**src/rtl/adc_readout_consts.svh**
```systemverilog
// timing and format constants for the serial readout controller
// assumes a 250 MHz system clock; included by the package and the design
`ifndef ADC_READOUT_CONSTS_SVH
`define ADC_READOUT_CONSTS_SVH
`define CLK_PERIOD_NS   4
`define CONV_TIME_NS    16600000
`define CONV_MAX_NS     23000000
`define RES_BITS        16
`define RES_LAST_BIT    15
`define FIFO_DEPTH      8
`define CONV_CNT_W      23
`define BIT_CNT_W       4
`define SDO_RESET       1'b1
`endif

```
**src/rtl/adc_readout_pkg.sv**
```systemverilog
// types shared by the readout controller
// assumes the constants header is on the include path
`include "adc_readout_consts.svh"
package adc_readout_pkg;
  typedef enum logic [1:0] {
    ST_CONVERT  = 2'b00,
    ST_SLEEP    = 2'b01,
    ST_DATA_OUT = 2'b10
  } conv_state_e;
  typedef logic [`RES_BITS-1:0] result_t;
endpackage : adc_readout_pkg

```
**src/rtl/adc_serial_readout_control.sv**
```systemverilog
// conversion sequencing and serial readout of a 16-bit converter
// assumes chip select and sck arrive asynchronously from a host controller,
// and that the converter core delivers results into the buffer below
`include "adc_readout_consts.svh"

module result_fifo #(
  parameter int unsigned WIDTH = `RES_BITS,
  parameter int unsigned DEPTH = `FIFO_DEPTH
) (
  input  wire logic             sys_clk_i,
  input  wire logic             srst_i,
  input  wire logic [WIDTH-1:0] in_data_i,
  input  wire logic             in_valid_i,
  output logic                  in_ready_o,
  output logic      [WIDTH-1:0] out_data_o,
  output logic                  out_valid_o,
  input  wire logic             out_ready_i
);
  localparam int unsigned AW = (DEPTH > 1) ? $clog2(DEPTH) : 1;
  logic [WIDTH-1:0] mem [DEPTH];
  logic [AW-1:0]    wr_ptr;
  logic [AW-1:0]    rd_ptr;
  logic [AW:0]      count;
  wire              push = in_valid_i & in_ready_o;
  wire              pop  = out_valid_o & out_ready_i;
  wire  [AW:0]      next_count = count + (AW+1)'(push) - (AW+1)'(pop);

  function automatic logic [AW-1:0] ptr_inc(input logic [AW-1:0] p);
    ptr_inc = (p == AW'(DEPTH - 1)) ? '0 : p + AW'(1);
  endfunction : ptr_inc

  assign out_data_o = mem[rd_ptr];

  always_ff @(posedge sys_clk_i) begin
    if (push) begin
      mem[wr_ptr] <= in_data_i;
    end
  end

  // flags are registered so the ready seen by the source is a flop
  always_ff @(posedge sys_clk_i) begin
    if (srst_i) begin
      wr_ptr      <= '0;
      rd_ptr      <= '0;
      count       <= '0;
      in_ready_o  <= 1'b1;
      out_valid_o <= 1'b0;
    end else begin
      if (push) begin
        wr_ptr <= ptr_inc(wr_ptr);
      end
      if (pop) begin
        rd_ptr <= ptr_inc(rd_ptr);
      end
      count       <= next_count;
      in_ready_o  <= (next_count != (AW+1)'(DEPTH));
      out_valid_o <= (next_count != '0);
    end
  end
endmodule : result_fifo

// Notes on behaviour
// sck high, select low: sdo high while converting, low when asleep.
// conversion lasts a fixed 16.6 ms, never beyond 23 ms; here it stretches while no core result is queued.
// works with sck idling high or idling low.
// after sixteenth bit, select rise or sck fall starts conversion.
// select rise during data output drops remaining bits, starts conversion.
// host polls status only with sck idling high.
// after conversion, sleep and hold result until readout begins.
// sck idling high: seventeenth falling edge starts a conversion.
// sck idling low: sixteenth falling edge starts a conversion.
// sck low: select low shows sign bit; select rise restarts.
// host keeps sck quiet during conversion after an abort.
// two-wire: select tied low, no abort, no real sleep saving.
// two-wire idle high: sdo falls at end, 16 read, 17th restarts.
// two-wire idle low: straight to data output, sixteenth fall restarts.
// three-wire link gives status, readout and conversion start.
// next bit after each sck falling edge, msb first.
// sleep until select and sck both low, then data output.
// result is 16-bit offset binary, msb set for non-negative input.
// reset clears registers and starts a conversion.
// select and sck synchronised before their edges are used.
module adc_serial_readout_control
  import adc_readout_pkg::*;
#(
  parameter int unsigned CONV_CYCLES = `CONV_TIME_NS / `CLK_PERIOD_NS,
  parameter int unsigned FIFO_DEPTH  = `FIFO_DEPTH
) (
  input  wire logic                    sys_clk_i,
  input  wire logic                    srst_i,
  input  wire logic                    cs_n_i,
  input  wire logic                    sck_i,
  output logic                         sdo_o,
  output logic                         sdo_oe_o,
  output logic                         sleep_o,
  input  wire adc_readout_pkg::result_t res_data_i,
  input  wire logic                    res_valid_i,
  output logic                         res_ready_o
);
  import adc_readout_pkg::*;

  localparam int unsigned CONV_MAX_CYCLES = `CONV_MAX_NS / `CLK_PERIOD_NS;
  localparam logic [`CONV_CNT_W-1:0] CONV_LAST =
    `CONV_CNT_W'(CONV_CYCLES - 1);
  localparam logic [`BIT_CNT_W-1:0] BIT_LAST = `BIT_CNT_W'(`RES_LAST_BIT);

  conv_state_e             state;
  conv_state_e             next_state;
  logic [2:0]              cs_sync;
  logic [2:0]              sck_sync;
  logic [`CONV_CNT_W-1:0]  conv_cnt;
  logic [`BIT_CNT_W-1:0]   bit_cnt;
  result_t                 shreg;
  result_t                 fifo_data;
  logic                    fifo_valid;
  logic                    next_sdo;

  // stage 0 feeds only stage 1; edges are taken between stages 1 and 2
  always_ff @(posedge sys_clk_i) begin
    if (srst_i) begin
      cs_sync  <= 3'h7;
      sck_sync <= 3'h0;
    end else begin
      cs_sync  <= {cs_sync[1:0], cs_n_i};
      sck_sync <= {sck_sync[1:0], sck_i};
    end
  end

  wire cs_low   = ~cs_sync[1];
  wire sck_low  = ~sck_sync[1];
  wire cs_rise  = cs_sync[1] & ~cs_sync[2];
  wire sck_fall = ~sck_sync[1] & sck_sync[2];
  wire conv_done = (conv_cnt == CONV_LAST);
  // a finished conversion waits for a core result; the core stalls on ready
  wire take     = (state == ST_CONVERT) & conv_done & fifo_valid;
  wire in_out   = (state == ST_DATA_OUT);
  wire last_fall = in_out & sck_fall & (bit_cnt == BIT_LAST);
  wire shift    = in_out & sck_fall & (bit_cnt != BIT_LAST);
  wire restart  = in_out & (cs_rise | last_fall);
  wire wake     = (state == ST_SLEEP) & cs_low & sck_low;
  wire result_sign_bit = shreg[`RES_LAST_BIT];

  result_fifo #(
    .WIDTH (`RES_BITS),
    .DEPTH (FIFO_DEPTH)
  ) u_fifo (
    .sys_clk_i   (sys_clk_i),
    .srst_i      (srst_i),
    .in_data_i   (res_data_i),
    .in_valid_i  (res_valid_i),
    .in_ready_o  (res_ready_o),
    .out_data_o  (fifo_data),
    .out_valid_o (fifo_valid),
    .out_ready_i (take)
  );

  // one falling-edge counter covers both clock polarities: with sck idling
  // high the first fall is spent leaving sleep, so the 17th restarts
  always_comb begin
    next_state = state;
    case (state)
      ST_CONVERT:  next_state = take ? ST_SLEEP : ST_CONVERT;
      ST_SLEEP:    next_state = wake ? ST_DATA_OUT : ST_SLEEP;
      ST_DATA_OUT: next_state = restart ? ST_CONVERT : ST_DATA_OUT;
      default:     next_state = ST_CONVERT;
    endcase
  end

  // status in convert/sleep, data in output state; high-z when deselected
  always_comb begin
    case (state)
      ST_CONVERT:  next_sdo = 1'b1;
      ST_SLEEP:    next_sdo = 1'b0;
      ST_DATA_OUT: next_sdo = result_sign_bit;
      default:     next_sdo = 1'b1;
    endcase
  end

  always_ff @(posedge sys_clk_i) begin
    if (srst_i) begin
      state <= ST_CONVERT;
    end else begin
      state <= next_state;
    end
  end

  // conversion lasts CONV_CYCLES only if a core result is queued; it stretches while none is
  always_ff @(posedge sys_clk_i) begin
    if (srst_i || restart) begin
      conv_cnt <= '0;
    end else if (state == ST_CONVERT && !conv_done) begin
      conv_cnt <= conv_cnt + `CONV_CNT_W'(1);
    end
  end

  // result held as delivered: offset binary, msb first
  always_ff @(posedge sys_clk_i) begin
    if (srst_i) begin
      shreg   <= '0;
      bit_cnt <= '0;
    end else if (take) begin
      shreg   <= fifo_data;
      bit_cnt <= '0;
    end else if (restart) begin
      shreg   <= '0;
      bit_cnt <= '0;
    end else if (shift) begin
      shreg   <= {shreg[`RES_LAST_BIT-1:0], 1'b0};
      bit_cnt <= bit_cnt + `BIT_CNT_W'(1);
    end
  end

  // sdo follows the synchronised select and sck, so it works at either
  // idle level of sck; the cost is a few system cycles of latency
  always_ff @(posedge sys_clk_i) begin
    if (srst_i) begin
      sdo_o    <= `SDO_RESET;
      sdo_oe_o <= 1'b0;
      sleep_o  <= 1'b0;
    end else begin
      sdo_o    <= next_sdo;
      sdo_oe_o <= cs_low;
      sleep_o  <= (next_state == ST_SLEEP) & ~cs_low;
    end
  end

  // helper: cycles spent in one conversion, including waits for the core
  logic [`CONV_CNT_W:0] conv_age;
  always_ff @(posedge sys_clk_i) begin
    if (srst_i || state != ST_CONVERT) begin
      conv_age <= '0;
    end else if (conv_age != '1) begin
      conv_age <= conv_age + (`CONV_CNT_W+1)'(1);
    end
  end
endmodule : adc_serial_readout_control

```
**config.mk**
```make
export PLATFORM = sky130hd
export DESIGN_NAME = adc_serial_readout_control
export DESIGN_NICKNAME = d
export VERILOG_FILES = /design/src/rtl/adc_readout_pkg.sv /design/src/rtl/adc_serial_readout_control.sv
export VERILOG_INCLUDE_DIRS = /design/src /design/src/rtl
export SDC_FILE = /design/constraint.sdc
export NUM_CORES = 1
export LEC_CHECK = 0
export BUFFER_PORTS_ARGS = -buffer_cell sky130_fd_sc_hd__buf_2
export CORE_MARGIN = 3
export CORE_UTILIZATION = 52
export CTS_CLUSTER_SIZE = 12
export DETAILED_ROUTE_END_ITERATION = 8
export PLACE_DENSITY = 0.69
export SLEW_MARGIN = 5
export SYNTH_ARGS = -nofsm -noshare
export SYNTH_HDL_FRONTEND = slang
export SYNTH_SLANG_ARGS = --single-unit
```
**constraint.sdc**
```tcl
create_clock -name sys_clk_i -period 3.2 [get_ports sys_clk_i]
set_clock_uncertainty 0.15 [all_clocks]
set_input_delay 0.16 -clock sys_clk_i [delete_from_list [all_inputs] [get_ports sys_clk_i]]
set_output_delay 0.16 -clock sys_clk_i [all_outputs]
set_load 0.01 [all_outputs]
```
==> results.yml <==
grt:
  grt_pass1_wl_um: 24600
  grt-ovfl-total: 0
  grt_usage: 0.196
  grt_max_degree: 39
  grt_pass1_vias: 4648
  grt_antenna_before_repair: 0
cells_and_area:
  final_common_cell: "edfxtp_1"
  nets: 613
  synthToLayoutAreaGrowth_pct: 15.6
  fillCellCount: 1062
  drive_gt1_frac: 0.219
  final_area_um2: 9070
  final_cell_mix: "128 x edfxtp_1, 68 x dfxtp_1, 39 x nand2_1"
  antenna_cells: 0
  finalCoreUtilization: 0.619
logic_synthesis:
  ys.flop_type: "edfxtp_1"
  ys_types: 52
  netlist_area_um2: 7840
  synth_seq_area_share: 0.666
  ys_warn_count: 0
  syn_inst: 525
  ys_seq_elements: 197
  synth_compound_area_frac: 0.0608
  muxShareOfSynthArea: 0.115
  yosys.area_share.simple: 0.0992
  synth_nets: 557
  synthXorXnorAreaFrac: 0.0201
  synth_edf_count: 128
  synth-async-reset-ratio: 0
  synth_fa_ha_area_frac: 0.0185
  synth_top_family_by_area: "multiplexers"
  avgSynthCellArea_um2: 14.9
power:
  vdd_drop_max_v: 0.000388
  leakage_uw: 0.00296
  power_density_nw_per_um2: 601
sta:
  hold_viol_final: 0
  fin_setup_tns_ns: 0
  worst_slack_ns: 0.365
  maxSlewHeadroom: 0.518
  drv_slew: 0
  timing.fmax_ghz: 0.353
  setup_viol: 0
  period_needed_ns: 2.83
  fin_crit_sh: 0.886
  rsz0062_at_grt: "no"
  worst_slew_pin_slew_ns: 0.723
detailed_routing:
  wl_per_cell_um: 19.6
  via_per_inst: 5.91
  drtAntennaViolNets: 0
  num_vias: 4600
  routed_wl_um: 15200
  drc_errors: 0
  first_pass_iters: 5
  drt-initial-drc-count: 373
floorplanning:
  core_area_um2: 14600
  die_w_um: 129
  io_pins: 25
  die_h_um: 129
  die_area_um2: 16600
  rows: 44
  start_util: 0.536
setup_path:
  worstPathMaxFanout: 7
  r2r_slack_ns: 0.37
  crit_slowest_cell: "fa_1"
  crit_path_cell_trace: "ha_1 -> and4bb_4 -> nand3_2 -> nor4_1 -> ha_1 -> inv_1 -> ha_1 -> fa_1 -> xnor2_1 -> nor3b_2 -> a21oi_1"
  path_delay_family: "adder cells"
  worst_setup_path_start_kind: "flop"
  timing.critical_path.to_type: "flop"
  startpoint: "conv_cnt[0]"
  critPathRequiredTime_ns: 3.33
  cpMostUsedCell: "ha_1"
  critPathKind: "flop to flop"
  rr_startpoint: "conv_cnt[0]"
  arrival_ns: 2.97
  slowest_delay_ns: 0.38
  critical_path_buf_inv_count: 1
clock_network:
  htreeDepth: 4
  cts_buffer_depth: 2
  clkLatencyLatePin_ns: 0.43
  root_buffer: "clkbuf_16"
  cts_tree: "done"
  clkTransAtPathRegs_ns: 0.07
  post_cts_buffers: 0
  cts_sinks: 197
  cts_inserted_buffers: 17
placed_design:
  place_ws_ns: 0.326
  portBuffers: 24
  dpl_cell_area_um2: 8280
  dpl.hpwl_um: 9410
  gp_congestion: 0.788
worst_hold_path:
  holdCritStartpoint: "srst_i"
  hp-class: "input pin to flop"
run_status:
  outcome: "completed"
flow_run:
  maxCapViolations: 0
[logic make-up after synthesis]
group,after synthesis
muxes,50
adders and majority gates,11
AOI/OAI and AO/OA,69
xor gates and xnor gates,18
DFF,197
and+or+nand+nor,144
buffers and inverters,36
[what timing repair did]
item / in CTS / in global routing
hold buffers: 18 / 0
resized for setup: 0 / 1
hold endpoints to repair: 130 / 0
setup endpoints to repair: 0 / 1
[area by class of cell]
class / instances / area, um^2 / area share
Multi-Input combinational cell: 292 / 2510 / 0.277
Inverter: 12 / 45.0 / 0.00497
Clock inverter: 15 / 174 / 0.0192
Tap cell: 184 / 230 / 0.0254
Clock buffer: 17 / 425 / 0.0469
Sequential cell: 197 / 5230 / 0.576
Timing Repair Buffer: 61 / 455 / 0.0502
[worst paths after layout]
kind / depth (start not counted) / end
max reg2reg: 11 / u_fifo.out_valid_o
max: 11 / u_fifo.out_valid_o
min reg2reg: 1 / cs_sync[1]
min: 2 / u_fifo.wr_ptr[0]
[report_power, final]
group	internal, uW	switching [uW]	total [uW]
registers	2840	54.2	2900
clock network	1120	998	2120
logic	195	240	435
[layer usage]
layer  track usage  share of wire  vias to the layer above
li1              -              -                     2144
met1         0.268           0.44                     2304
met2         0.310           0.49                      130
met3        0.0469          0.055                       22
met4        0.0723          0.014                        0
met5             0              0                        -
[per-stage QoR]
stage / cells / power [uW] / hold WS, ns
floorplan: 525 / 3210 / 0.109
global placement: 728 / 3350 / 0.195
detailed placement: 728 / 3370 / 0.198
CTS: 778 / 5480 / 0.105
global route: 778 / 5650 / 0.139
finish: 778 / 5450 / 0.126
[synthesized netlist by cell type (all sizes together), types with 5 or more instances]
master	n	area (um^2)
nor2b	10	62.6
or3	5	36.3
a211oi	13	97.6
o21ai	7	35.0
mux4	32	721
nor2	30	113
ha	10	125
clkbuf	13	48.8
dfxtp	69	1380
xnor2	12	105
nor3	13	65.1
nand2	39	146
a221oi	15	131
nand3	12	65.1
inv	12	45.0
buf	11	63.8
a21oi	20	104
edfxtp	128	3840
mux2i	16	160
xor2	6	52.6
and2	5	31.3
[registers in the layout, indices dropped and copies added, names as in the netlist, named ones only]
name                count
u_fifo.in_ready_o       1
sleep_o                 1
cs_sync                 3
shreg                  16
sck_sync                3
u_fifo.mem            128
u_fifo.out_valid_o      1
u_fifo.rd_ptr           3
u_fifo.count            4
sdo_o                   1
u_fifo.wr_ptr           3
conv_cnt               23
bit_cnt                 4
sdo_oe_o                1
state                   2
No activity file was read; power rests on OpenSTA's default activity.
